### src/inc/gtrc_pkg.sv
// Shared constants, register map and carrier types of the reload/capture timer
`default_nettype none

package gtrc_pkg;

  // ==========================================================================
  // Sizes and timing
  // ==========================================================================
  localparam int CNT_W_DEF    = 16;  // Count and reload width
  localparam int TICK_DIV_DEF = 12;  // Clock cycles per timer tick
  localparam int ADDR_W       = 8;   // Register bus address width
  localparam int DATA_W       = 32;  // Register bus data width

  // ==========================================================================
  // Register byte offsets
  // ==========================================================================
  localparam logic [ADDR_W-1:0] ADDR_CTRL   = 8'h00;
  localparam logic [ADDR_W-1:0] ADDR_COUNT  = 8'h04;
  localparam logic [ADDR_W-1:0] ADDR_RELOAD = 8'h08;
  localparam logic [ADDR_W-1:0] ADDR_STATUS = 8'h0C;
  localparam logic [ADDR_W-1:0] ADDR_MASK   = 8'h10;
  localparam logic [ADDR_W-1:0] ADDR_PINS   = 8'h14;

  // ==========================================================================
  // Field layouts and reset values
  // ==========================================================================
  typedef struct packed {
    logic edge_rise;     // 1: rising trigger edge, 0: falling
    logic ext_en;        // Trigger pin edges reload or capture
    logic updown;        // Direction from trigger pin level
    logic counter_sel;   // 1: count pin edges, 0: divided clock
    logic capture_mode;  // 1: capture, 0: auto-reload
    logic run;           // Counting enabled
  } gtrc_ctrl_s;

  localparam int          CTRL_W   = $bits(gtrc_ctrl_s);
  localparam logic [5:0]  CTRL_RST = 6'h00;

  localparam int         STAT_W     = 2;
  localparam int         STAT_OVF   = 0;  // Overflow: reload, or wrap to zero in capture mode
  localparam int         STAT_EXT   = 1;  // Trigger reload or capture
  localparam logic [1:0] STAT_RST   = 2'h0;
  localparam logic [1:0] MASK_RST   = 2'h0;

  localparam int PIN_COUNT_BIT = 0;
  localparam int PIN_TRIG_BIT  = 1;

  localparam logic [1:0] RESP_OKAY   = 2'h0;
  localparam logic [1:0] RESP_DECERR = 2'h3;

  // Synchronised pin with its edges
  typedef struct packed {
    logic level;
    logic fall;
    logic rise;
  } gtrc_pin_s;

endpackage : gtrc_pkg

`default_nettype wire

### src/hw/gtrc_pin_sync.sv
// Two-stage pin synchroniser with edge detection
`default_nettype none
`timescale 1ns/1ps

module gtrc_pin_sync
  import gtrc_pkg::*;
(
  input  wire logic      clk,    // Peripheral clock
  input  wire logic      rst_n,  // Synchronous reset, active low
  input  wire logic      pin,    // Asynchronous pin
  output gtrc_pin_s      pin_o   // Level and one-cycle edges
);

  logic meta;
  logic stable;
  logic last;
  logic next_meta;
  logic next_stable;
  logic next_last;

  // ==========================================================================
  // Sampling
  // ==========================================================================
  // Edge logic compares the second and third stages; every sampled change
  // gives a one-cycle edge, so only pin pulses shorter than a clock are lost.
  always_comb begin
    next_meta   = pin;
    next_stable = meta;
    next_last   = stable;
  end

  always_ff @(posedge clk) begin
    if (!rst_n) begin
      meta   <= 1'b1;
      stable <= 1'b1;
      last   <= 1'b1;
    end else begin
      meta   <= next_meta;
      stable <= next_stable;
      last   <= next_last;
    end
  end

  assign pin_o = '{level: stable,
                   fall:  last & ~stable,
                   rise:  ~last & stable};

endmodule : gtrc_pin_sync

`default_nettype wire

### src/hw/gtrc_timer.sv
// Sixteen-bit reload/capture timer with AXI4-Lite register access
//
// Design decisions made here: register access over AXI4-Lite and the address map.
`default_nettype none
`timescale 1ns/1ps

module gtrc_timer
  import gtrc_pkg::*;
#(
  parameter int CNT_W    = CNT_W_DEF,    // Counter width
  parameter int TICK_DIV = TICK_DIV_DEF  // Clocks per timer tick
) (
  input  wire logic              clk,                    // Peripheral clock
  input  wire logic              rst_n,                  // Sync reset, low
  input  wire logic [ADDR_W-1:0] s_axi_awaddr,           // Write address
  input  wire logic              s_axi_awvalid,          // Write addr valid
  output logic                   s_axi_awready,          // Write addr ready
  input  wire logic [DATA_W-1:0] s_axi_wdata,            // Write data
  input  wire logic [3:0]        s_axi_wstrb,            // Byte enables
  input  wire logic              s_axi_wvalid,           // Write data valid
  output logic                   s_axi_wready,           // Write data ready
  output logic [1:0]             s_axi_bresp,            // Write response
  output logic                   s_axi_bvalid,           // Response valid
  input  wire logic              s_axi_bready,           // Response ready
  input  wire logic [ADDR_W-1:0] s_axi_araddr,           // Read address
  input  wire logic              s_axi_arvalid,          // Read addr valid
  output logic                   s_axi_arready,          // Read addr ready
  output logic [DATA_W-1:0]      s_axi_rdata,            // Read data
  output logic [1:0]             s_axi_rresp,            // Read response
  output logic                   s_axi_rvalid,           // Read data valid
  input  wire logic              s_axi_rready,           // Read data ready
  input  wire logic              count_input_pin,        // External count
  input  wire logic              trigger_direction_pin,  // Trigger/direction
  output logic                   irq                     // Interrupt, high
);

  localparam int PW = (TICK_DIV > 1) ? $clog2(TICK_DIV) : 1;
  localparam logic [PW-1:0] PRESC_LAST = PW'(TICK_DIV - 1);

  // ==========================================================================
  // Elaboration checks
  // ==========================================================================
  if (CNT_W < 2 || CNT_W > DATA_W) begin : g_bad_width
    $error("CNT_W must lie between 2 and the bus data width");
  end
  if (TICK_DIV < 2) begin : g_bad_div
    $error("TICK_DIV must be at least 2");
  end

  // ==========================================================================
  // Pin synchronisers
  // ==========================================================================
  gtrc_pin_s cnt_pin;
  gtrc_pin_s trg_pin;

  gtrc_pin_sync u_count_sync (
    .clk   (clk),
    .rst_n (rst_n),
    .pin   (count_input_pin),
    .pin_o (cnt_pin)
  );

  gtrc_pin_sync u_trig_sync (
    .clk   (clk),
    .rst_n (rst_n),
    .pin   (trigger_direction_pin),
    .pin_o (trg_pin)
  );

  // ==========================================================================
  // Bus state
  // ==========================================================================
  logic              aw_hold;
  logic              w_hold;
  logic [ADDR_W-1:0] aw_addr;
  logic [DATA_W-1:0] w_data;
  logic [3:0]        w_strb;
  logic              bvalid;
  logic [1:0]        bresp;
  logic              rvalid;
  logic [DATA_W-1:0] rdata;
  logic [1:0]        rresp;
  logic              next_aw_hold;
  logic              next_w_hold;
  logic [ADDR_W-1:0] next_aw_addr;
  logic [DATA_W-1:0] next_w_data;
  logic [3:0]        next_w_strb;
  logic              next_bvalid;
  logic [1:0]        next_bresp;
  logic              next_rvalid;
  logic [DATA_W-1:0] next_rdata;
  logic [1:0]        next_rresp;

  // ==========================================================================
  // Timer state
  // ==========================================================================
  gtrc_ctrl_s        ctrl;
  logic [CNT_W-1:0]  count;
  logic [CNT_W-1:0]  reload;
  logic [STAT_W-1:0] status;
  logic [STAT_W-1:0] mask;
  logic [PW-1:0]     presc;
  gtrc_ctrl_s        next_ctrl;
  logic [CNT_W-1:0]  next_count;
  logic [CNT_W-1:0]  next_reload;
  logic [STAT_W-1:0] next_status;
  logic [STAT_W-1:0] next_mask;
  logic [PW-1:0]     next_presc;

  logic              wr_fire;
  logic              wr_hit;
  logic [DATA_W-1:0] wr_bits;
  logic [DATA_W-1:0] rd_word;
  logic              rd_hit;

  // Byte-enable merge of a write into a register image
  function automatic logic [DATA_W-1:0] merge(input logic [DATA_W-1:0] old);
    logic [DATA_W-1:0] m;
    m = '0;
    for (int b = 0; b < 4; b++) begin
      m[b*8 +: 8] = {8{w_strb[b]}};
    end
    return (old & ~m) | (w_data & m);
  endfunction : merge

  // ==========================================================================
  // AXI4-Lite slave
  // ==========================================================================
  assign s_axi_awready = ~aw_hold & ~bvalid;
  assign s_axi_wready  = ~w_hold & ~bvalid;
  assign s_axi_arready = ~rvalid;
  assign s_axi_bvalid  = bvalid;
  assign s_axi_bresp   = bresp;
  assign s_axi_rvalid  = rvalid;
  assign s_axi_rdata   = rdata;
  assign s_axi_rresp   = rresp;
  assign wr_fire       = aw_hold & w_hold & ~bvalid;

  always_comb begin
    wr_hit = 1'b1;
    case (aw_addr)
      ADDR_CTRL, ADDR_COUNT, ADDR_RELOAD, ADDR_STATUS, ADDR_MASK: ;
      ADDR_PINS: ;
      default: wr_hit = 1'b0;
    endcase
  end

  always_comb begin
    rd_word = '0;
    rd_hit  = 1'b1;
    case (s_axi_araddr)
      ADDR_CTRL:   rd_word[CTRL_W-1:0] = ctrl;
      ADDR_COUNT:  rd_word[CNT_W-1:0]  = count;
      ADDR_RELOAD: rd_word[CNT_W-1:0]  = reload;
      ADDR_STATUS: rd_word[STAT_W-1:0] = status;
      ADDR_MASK:   rd_word[STAT_W-1:0] = mask;
      ADDR_PINS: begin
        rd_word[PIN_COUNT_BIT] = cnt_pin.level;
        rd_word[PIN_TRIG_BIT]  = trg_pin.level;
      end
      default:     rd_hit = 1'b0;
    endcase
  end

  always_comb begin
    next_aw_hold = aw_hold;
    next_aw_addr = aw_addr;
    next_w_hold  = w_hold;
    next_w_data  = w_data;
    next_w_strb  = w_strb;
    next_bvalid  = bvalid;
    next_bresp   = bresp;
    next_rvalid  = rvalid;
    next_rdata   = rdata;
    next_rresp   = rresp;
    if (s_axi_awvalid && s_axi_awready) begin
      next_aw_hold = 1'b1;
      next_aw_addr = s_axi_awaddr;
    end
    if (s_axi_wvalid && s_axi_wready) begin
      next_w_hold = 1'b1;
      next_w_data = s_axi_wdata;
      next_w_strb = s_axi_wstrb;
    end
    if (wr_fire) begin
      next_aw_hold = 1'b0;
      next_w_hold  = 1'b0;
      next_bvalid  = 1'b1;
      next_bresp   = wr_hit ? RESP_OKAY : RESP_DECERR;
    end else if (bvalid && s_axi_bready) begin
      next_bvalid = 1'b0;
    end
    if (s_axi_arvalid && s_axi_arready) begin
      next_rvalid = 1'b1;
      next_rdata  = rd_word;
      next_rresp  = rd_hit ? RESP_OKAY : RESP_DECERR;
    end else if (rvalid && s_axi_rready) begin
      next_rvalid = 1'b0;
    end
  end

  always_ff @(posedge clk) begin
    if (!rst_n) begin
      aw_hold <= 1'b0;
      aw_addr <= '0;
      w_hold  <= 1'b0;
      w_data  <= '0;
      w_strb  <= '0;
      bvalid  <= 1'b0;
      bresp   <= RESP_OKAY;
      rvalid  <= 1'b0;
      rdata   <= '0;
      rresp   <= RESP_OKAY;
    end else begin
      aw_hold <= next_aw_hold;
      aw_addr <= next_aw_addr;
      w_hold  <= next_w_hold;
      w_data  <= next_w_data;
      w_strb  <= next_w_strb;
      bvalid  <= next_bvalid;
      bresp   <= next_bresp;
      rvalid  <= next_rvalid;
      rdata   <= next_rdata;
      rresp   <= next_rresp;
    end
  end

  // ==========================================================================
  // Counter core
  // ==========================================================================
  logic              tick;
  logic              trig_edge;
  logic              at_ones;
  logic [STAT_W-1:0] events;

  assign at_ones   = (count == {CNT_W{1'b1}});
  assign trig_edge = ctrl.run & ctrl.ext_en
                   & (ctrl.edge_rise ? trg_pin.rise : trg_pin.fall);
  // Counter mode counts every falling edge, even with each level held for only one clock
  assign tick      = ctrl.run & (ctrl.counter_sel ? cnt_pin.fall
                                                  : presc == PRESC_LAST);

  always_comb begin
    wr_bits     = merge('0);
    next_ctrl   = ctrl;
    next_count  = count;
    next_reload = reload;
    next_mask   = mask;
    next_presc  = '0;
    events      = '0;
    if (ctrl.run && !ctrl.counter_sel) begin
      next_presc = (presc == PRESC_LAST) ? '0 : presc + 1'b1;
    end
    if (ctrl.capture_mode) begin
      if (tick) begin
        next_count       = at_ones ? '0 : count + 1'b1;
        events[STAT_OVF] = at_ones;
      end
    end else if (ctrl.updown) begin
      // No events in this mode, so the interrupt stays quiet
      if (tick && trg_pin.level) begin
        next_count = at_ones ? reload : count + 1'b1;
      end else if (tick) begin
        next_count = (count == reload) ? {CNT_W{1'b1}}
                                       : count - 1'b1;
      end
    end else if (trig_edge) begin
      next_count       = reload;
      events[STAT_EXT] = 1'b1;
    end else if (tick) begin
      next_count       = at_ones ? reload : count + 1'b1;
      events[STAT_OVF] = at_ones;
    end
    // Software writes win over ticks; a capture wins over a reload write
    if (wr_fire && aw_addr == ADDR_CTRL) begin
      next_ctrl = CTRL_W'(merge(DATA_W'(ctrl)));
    end
    if (wr_fire && aw_addr == ADDR_COUNT) begin
      next_count = CNT_W'(merge(DATA_W'(count)));
    end
    if (wr_fire && aw_addr == ADDR_RELOAD) begin
      next_reload = CNT_W'(merge(DATA_W'(reload)));
    end
    if (wr_fire && aw_addr == ADDR_MASK) begin
      next_mask = STAT_W'(merge(DATA_W'(mask)));
    end
    if (ctrl.capture_mode && trig_edge) begin
      next_reload      = count;
      events[STAT_EXT] = 1'b1;
    end
    next_status = status;
    if (wr_fire && aw_addr == ADDR_STATUS) begin
      next_status = status & ~wr_bits[STAT_W-1:0];
    end
    next_status = next_status | events;  // Set wins over clear
  end

  always_ff @(posedge clk) begin
    if (!rst_n) begin
      ctrl   <= CTRL_RST;
      count  <= '0;
      reload <= '0;
      status <= STAT_RST;
      mask   <= MASK_RST;
      presc  <= '0;
    end else begin
      ctrl   <= next_ctrl;
      count  <= next_count;
      reload <= next_reload;
      status <= next_status;
      mask   <= next_mask;
      presc  <= next_presc;
    end
  end

  assign irq = |(status & mask);

endmodule : gtrc_timer

`default_nettype wire

### config.mk
export PLATFORM = sky130hd
export DESIGN_NAME = gtrc_timer
export DESIGN_NICKNAME = d
export VERILOG_FILES = /design/src/inc/gtrc_pkg.sv /design/src/hw/gtrc_pin_sync.sv /design/src/hw/gtrc_timer.sv
export SDC_FILE = /design/constraint.sdc
export NUM_CORES = 1
export LEC_CHECK = 0
export ABC_AREA = 1
export BUFFER_PORTS_ARGS = -buffer_cell sky130_fd_sc_hd__clkbuf_2
export CORE_ASPECT_RATIO = 0.9
export CORE_MARGIN = 3
export CORE_UTILIZATION = 52
export DETAILED_ROUTE_END_ITERATION = 8
export GPL_TIMING_DRIVEN = 1
export PLACE_DENSITY_LB_ADDON = 0.08
export SETUP_SLACK_MARGIN = 0.02
export SLEW_MARGIN = 20
export SYNTH_ARGS = -nofsm -noshare
export SYNTH_HDL_FRONTEND = slang
export SYNTH_SLANG_ARGS = --single-unit
### constraint.sdc
create_clock -name clk -period 5.3 [get_ports clk]
set_clock_uncertainty 0.15 [all_clocks]
set_input_delay 1.06 -clock clk [delete_from_list [all_inputs] [get_ports clk]]
set_output_delay 1.06 -clock clk [all_outputs]
set_load 0.05 [all_outputs]
Yosys cells after proc, flatten, opt, wreduce, memory -nomap -nowiden
Index checks and enable logic that the tools add are counted.
- flip-flop bits (word level): 102
- output and inout port bits: 42
- logic and storage cells: 138
- add/sub/neg operators: 3
- eq/ne operators: 15
- mux-type cells: 34
- bitwise gates (word level): 33
- reductions and logical operators: 26
- operators by type and width (kind ; count):
    $mux 16 ; 13
    $and 16x16->16 ; 3
    $eq 8x4->1 const B ; 4
    $eq 8x5->1 const B ; 4
    $or 16x16->16 ; 2
    $pmux 10 s2 ; 1
    $add 16x1->16 const B ; 1
    $eq 16x16->1 ; 1
    $eq 16x16->1 const B ; 1
    $eq 8x3->1 const B ; 2
    $logic_not 8->1 ; 2
    $not 16->16 ; 1
    $sub 16x1->16 const B ; 1
    $mux 1 ; 14
    $logic_and 1x1->1 ; 13
    $pmux 2 s6 ; 1
    $pmux 4 s3 ; 1
    $reduce_or 6->1 ; 2
    $and 1x1->1 ; 10
    $not 1->1 ; 9
    $mux 2 ; 4
    $and 2x2->2 ; 3
    $and 6x6->6 ; 1
    $or 6x6->6 ; 1
    other kinds (12) ; 16

Logic depth before layout (Yosys ltp)
Gate-level depths: netlist of the first run.
- depth after elaboration: 10
- mapped depth: 16

By module
From an unflattened synthesis of the first run, not the netlist that was laid out.
- cells, all modules: 1034
- area total of the unflattened synthesis: 6417.4 um^2
- by module, submodules not included (module ; times used ; cells an instance ; area each (um^2) ; seq. area each (um^2)):
    gtrc_timer ; 1 ; 1008 ; 6214.7 ; 1881.8
    gtrc_pin_sync ; 2 ; 13 ; 101.3 ; 60.1

Worst setup path after synthesis of the first run
OpenSTA, ideal clock, no wires.
- path type: register to output
- from: reg (tool-made name)
- to: out irq
- arrival time: 1450 ps
- slack: 2640 ps
- stages on the path, launching flop included: 3
- path through: dfxtp_1 -> inv_1 -> o21ai_0
- RTL lines (what ; RTL line ; RTL):
    end: declaration ; gtrc_timer.sv:34 ; output logic irq

==> results of run 1 <==
worst paths after layout:
kind | slack (ns) | to | cells after the start
setup / recovery | 2.27 | register | 7
hold / removal | 0.26 | u_trig_sync.next_last$_SDFF_PN1_ | 1
setup reg to reg | 2.27 | register | 7
hold reg to reg | 0.26 | u_trig_sync.next_last$_SDFF_PN1_ | 1
per-stage QoR:
stage | util, % | area, µm² | setup slack, ns | cells
after floorplan | - | 6450 | 2.64 | 1054
after global placement | 56.6 | 6630 | 2.25 | 1214
after detailed placement | 56.6 | 6630 | 2.28 | 1214
after CTS | 59.1 | 6920 | 2.44 | 1230
after global routing | 59.1 | 6920 | 2.12 | 1230
final | 59.1 | 6920 | 2.27 | 1230
cell families (layout without fill, tap and decap cells):
kind of cell               Yosys count  in the layout  share of synthesized area [%]
other                                1             16                         0.0587
DFF                                100            100                           31.3
xor gates and xnor gates            16             16                           2.19
adders and majority gates            3              3                          0.587
AOI/OAI and AO/OA                  196            196                           18.0
and+or+nand+nor                    544            544                           35.2
buffers and inverters              179            199                           12.6
critical path, delay by kind of cell (launching register included):
kind            cells  cell delay [ns]
compound gates      1             0.43
buf+inv             3             1.04
flops               1             0.59
simple gates        3             0.77
power by group:
group	switching [W]	leakage, nW	internal [W]
clock	0.000332	0.142	0.000331
sequential	0.0000322	0.816	0.000783
combinational	0.000158	2.30	0.0000552
layout by cell type (no fill, tap or decap), types with 9 or more instances in the layout:
master     Yosys  final
a21oi_1       67     67
nand4_1       11     11
clkbuf_2       1     68
nor3_1        17     17
nor2_1       155    155
clkbuf_16      0      9
conb_1         1     16
inv_1        103    103
nand2_2       10     10
nand3_1       53     53
o21ai_1        9      9
dfxtp_1      100    100
o221ai_1      24     24
xor2_1        16     16
nand2_1      281    281
o21ai_0       68     68
per-layer routing:
layer / wire length, µm / GRT usage, %
met1: 8850 / 42.2
met2: 7810 / 40.5
met3: 2160 / 7.65
met4: 394 / 9.10
met5: 0 / 0
final cells by class:
type                       instances  area [µm²]
fill                            1193        4790
clock inverter                     7        66.3
sequential                       100        2000
clock buffer                       9         225
inverter                         110         414
tap                              156         195
timing repair buffer              73         378
multi-input combinational        775        3640
==> results.toml, run 1 <==
[outcome]
status = "finished, final reports clean"

[grt]
antenna_found_initial = 0
grt_overflow_total = 0
grt_pass1_vias = 6093
grt_max_degree = 66
track_usage_pct = 28.7
grt_pass1_wl_mm = 31.2

[sta]
max_freq_mhz = 330
slew-limit-headroom_pct = 30.6
tightestPinTransition_ns = 1.04
slew_viol_final = 0
fin_crit_sh_pct = 57.2
rsz0062_at_grt = "false"
hold_violations = 0
fin_setup_tns_ns = 0
setup_violations = 0
fin_crit_ns = 3.03
finalHoldWorstSlack_ns = 0.263

[cts]
insertion_delay_ns = 0.36
hold_buffers = 0
cts_setup_buffers = 0
cts-resized-gates = 0
cts_root_buffer = "clkbuf_16"
cts_tree = "yes"
cts_max_level = 3
cts_buffers = 9
clkSinkCount = 100
ctsLongestPathBuffers = 2
cts.clk_slew.worst_paths_ns = 0.07

[logic_synthesis]
synth_cell_types = 45
ys.flop_type = "dfxtp_1"
async_reset_ff_share_pct = 0
yosysWarnings = 0
postSynthCellCount = 1039
synth_edf_count = 0
synth_area_leaders = "dfxtp_1 (31%), nand2_1 (17%), nor2_1 (9.1%), inv_1 (6.0%), o21ai_0 (5.3%)"
yosys.area.top_type_share_pct = 31.3
synth_common_cells = "nand2_1 (281), nor2_1 (155), inv_1 (103)"
ys_ff_latch = 100
synth.most_common_cell = "nand2_1"
netlist_area_um2 = 6390
ys_seq_area_share_pct = 31.3
synth_area_per_cell_um2 = 6.15
synth_area_leader_cell = "dfxtp_1"

[floorplanning]
die_w_um = 123
coreArea_um2 = 11700
ios = 103
start_util_pct = 54.6
die_h_um = 111
fp-row-count = 37
die-area_um2 = 13700

[placement]
dp_hpwl_mm = 13.6
globalplace.congestion = 0.977
port_buffers = 68

[setup_path]
crit_type = "reg2reg"
cp-start-kind = "register"
arrival_ns = 3.18
crit_fanout = 22
crit_slowest_cell = "inv_1"
cp_common_cell = "inv_1"
crit_required_ns = 5.45
crit_path_max_incr_delay_ns = 0.68
cp_cell_sequence = "inv_1, nor2_2, inv_1, nand4_1, o221ai_1, nand2_1, inv_1"
critPathCaptureType = "register"

[power]
p_leak_nw = 3.26
power.density_nw_per_um2 = 244
power.total_w = 0.00169
vdd_drop_max_v = 0.000213

[drt]
drcViolationCount = 0
via_per_inst = 5.51
firstDrtPassIters = 5
wire_per_inst_um = 15.6
vias = 6778
wirelength_mm = 19.2
drt_iter0_drc = 644
drtAntennaViolNets = 0

[layout]
synthToLayoutAreaGrowth_pct = 8.24
drive_gt1_share_pct = 11.5
final_net_count = 1133
antennaDiodeCount = 0

[min_path]
hold_path.class = "reg2reg"
hold_path_startpoint = "u_trig_sync.meta$_SDFF_PN1_"

[flow_run]
cap_viol_max_count = 0
(Power assumes the default switching activity.)
==> inputs of run 2 (changes only) <==
==> constraint.sdc (replaced) <==
create_clock -name clk -period 2.55 [get_ports clk]
set_clock_uncertainty 0.15 [all_clocks]
set_input_delay 0.51 -clock clk [delete_from_list [all_inputs] [get_ports clk]]
set_output_delay 0.51 -clock clk [all_outputs]
set_load 0.05 [all_outputs]
==> results.toml, run 2 (synthesized netlist as in run 1, its figures left out) <==
[outcome]
status = "finished, final reports clean"

[sta]
finalHoldWorstSlack_ns = 0.202
tightestPinTransition_ns = 0.546
fin_crit_ns = 2.36
setup_violations = 0
max_freq_mhz = 424
hold_violations = 0
fin_setup_tns_ns = 0
rsz0062_at_grt = "false"
fin_crit_sh_pct = 92.6
slew-limit-headroom_pct = 63.5
slew_viol_final = 0

[cts]
ctsLongestPathBuffers = 2
cts_buffers = 9
cts_setup_buffers = 0
cts_tree = "yes"
cts_max_level = 3
hold_buffers = 0
clkSinkCount = 100
cts-resized-gates = 0
cts.clk_slew.worst_paths_ns = 0.08
cts_root_buffer = "clkbuf_16"
insertion_delay_ns = 0.35

[setup_path]
crit_type = "reg2reg"
cp_cell_sequence = "ha_1, nand3_1, nand2_1, nand2_1, nor2_1, nand2_1, buf_4, nand2_1, buf_4, o21ai_0, o21ai_1, nand2_1, a21oi_1"
critPathTopFamily = "simple AND/OR/NAND/NOR gates"
crit_fanout = 15
critPathBufInv = 2
crit_path_max_incr_delay_ns = 0.36
crit_slowest_cell = "dfxtp_1"
cp_common_cell = "nand2_1"
cp-start-kind = "register"
critPathCaptureType = "register"
arrival_ns = 2.49
crit_required_ns = 2.68

[grt]
grt_overflow_total = 0
antenna_found_initial = 0
grt_pass1_vias = 6454
track_usage_pct = 30.1
grt_max_degree = 38
grt_pass1_wl_mm = 32.7

[floorplanning]
start_util_pct = 54.6
die_h_um = 111
ios = 103
die_w_um = 123
die-area_um2 = 13700
coreArea_um2 = 11700
fp-row-count = 37

[layout]
instances_no_fill = 1279
multiInputGateArea_um2 = 3640
n_fill_cell = 1198
drive_gt1_share_pct = 15.4
final_cell_mix = "nand2_1 (281), nor2_1 (155), inv_1 (103)"
synthToLayoutAreaGrowth_pct = 14.1
seq_area_um2 = 2000
final_util_pct = 62.3
layout_commonest_cell = "nand2_1"
final_net_count = 1183
antennaDiodeCount = 0

[drt]
wl_met1_mm = 9.00
drtAntennaViolNets = 0
routed.top_layer = "met4"
route.met3.wl_mm = 2.41
dr_wl_met2_mm = 8.45
wire_per_inst_um = 15.8
drcViolationCount = 0
wirelength_mm = 20.3
firstDrtPassIters = 8
via_per_inst = 5.47
vias = 7002
drt_iter0_drc = 738

[power]
power.total_w = 0.00351
vdd_drop_max_v = 0.000392
power.density_nw_per_um2 = 481
p_leak_nw = 3.50

[placement]
dp_hpwl_mm = 14.9
port_buffers = 68
dp.cells = 1264
globalplace.congestion = 1.04

[min_path]
hold_path.class = "in2reg"

[flow_run]
cap_viol_max_count = 0
run 2: cell types whose count changed in the layout (fill, tap and decap cells not counted):
cell	change
inv_4	+1
inv_6	-1
buf_4	+50
nor3_2	+1
clkinv_2	-2
nor3_1	-1
clkinvlp_4	+1
run 2: report_power, final:
part           leakage (nW)  switching, W  internal, W
sequential            0.816     0.0000523      0.00163
combinational          2.55      0.000349     0.000128
clock                 0.133      0.000672     0.000680
total                  3.50       0.00107      0.00243
run 2: worst paths after layout:
kind | startpoint | depth (start not counted) | end | slack (ns)
worst min register to register | u_trig_sync.meta$_SDFF_PN1_ | 1 | u_trig_sync.next_last$_SDFF_PN1_ | 0.26
worst min-delay path | count_input_pin | 2 | u_count_sync.meta$_SDFF_PN1_ | 0.20
worst max-delay path | presc[0]$_SDFF_PP0_ | 13 | register | 0.19
worst max register to register | presc[0]$_SDFF_PP0_ | 13 | register | 0.19
run 2: area by class of cell:
| cell class | count | area share, % |
|---|---|---|
| clock buffers | 9 | 3.09 |
| clock inverters | 6 | 0.823 |
| inverters | 110 | 5.69 |
| multi-input cells | 775 | 49.9 |
| flip-flops and latches | 100 | 27.4 |
| well taps | 156 | 2.68 |
| repair buffers | 123 | 10.3 |
run 2: stage by stage:
stage / worst slack [ns] / instance area [µm²]
after CTS: 0.0953 / 7290
after global routing: 0.0282 / 7290
final: 0.189 / 7290
after floorplan: 0.241 / 6450
after global placement: 0.125 / 7000
after detailed placement: 0.106 / 7000
run 2: worst reg2reg max path, stage by stage, from the launching register on:
cell and delay, ns:
dfxtp_1 0.36, ha_1 0.19, nand3_1 0.10, nand2_1 0.07, nand2_1 0.05, nor2_1 0.26
nand2_1 0.14, buf_4 0.23, nand2_1 0.11, buf_4 0.16, o21ai_0 0.11, o21ai_1 0.14
nand2_1 0.08, a21oi_1 0.15
run 2: per-layer routing:
metal  track usage, %  up-vias
met3             8.11       37
met2             44.4      375
met1             42.9     3105
met4             8.58        0
li1                 -     3485
met5                0        -
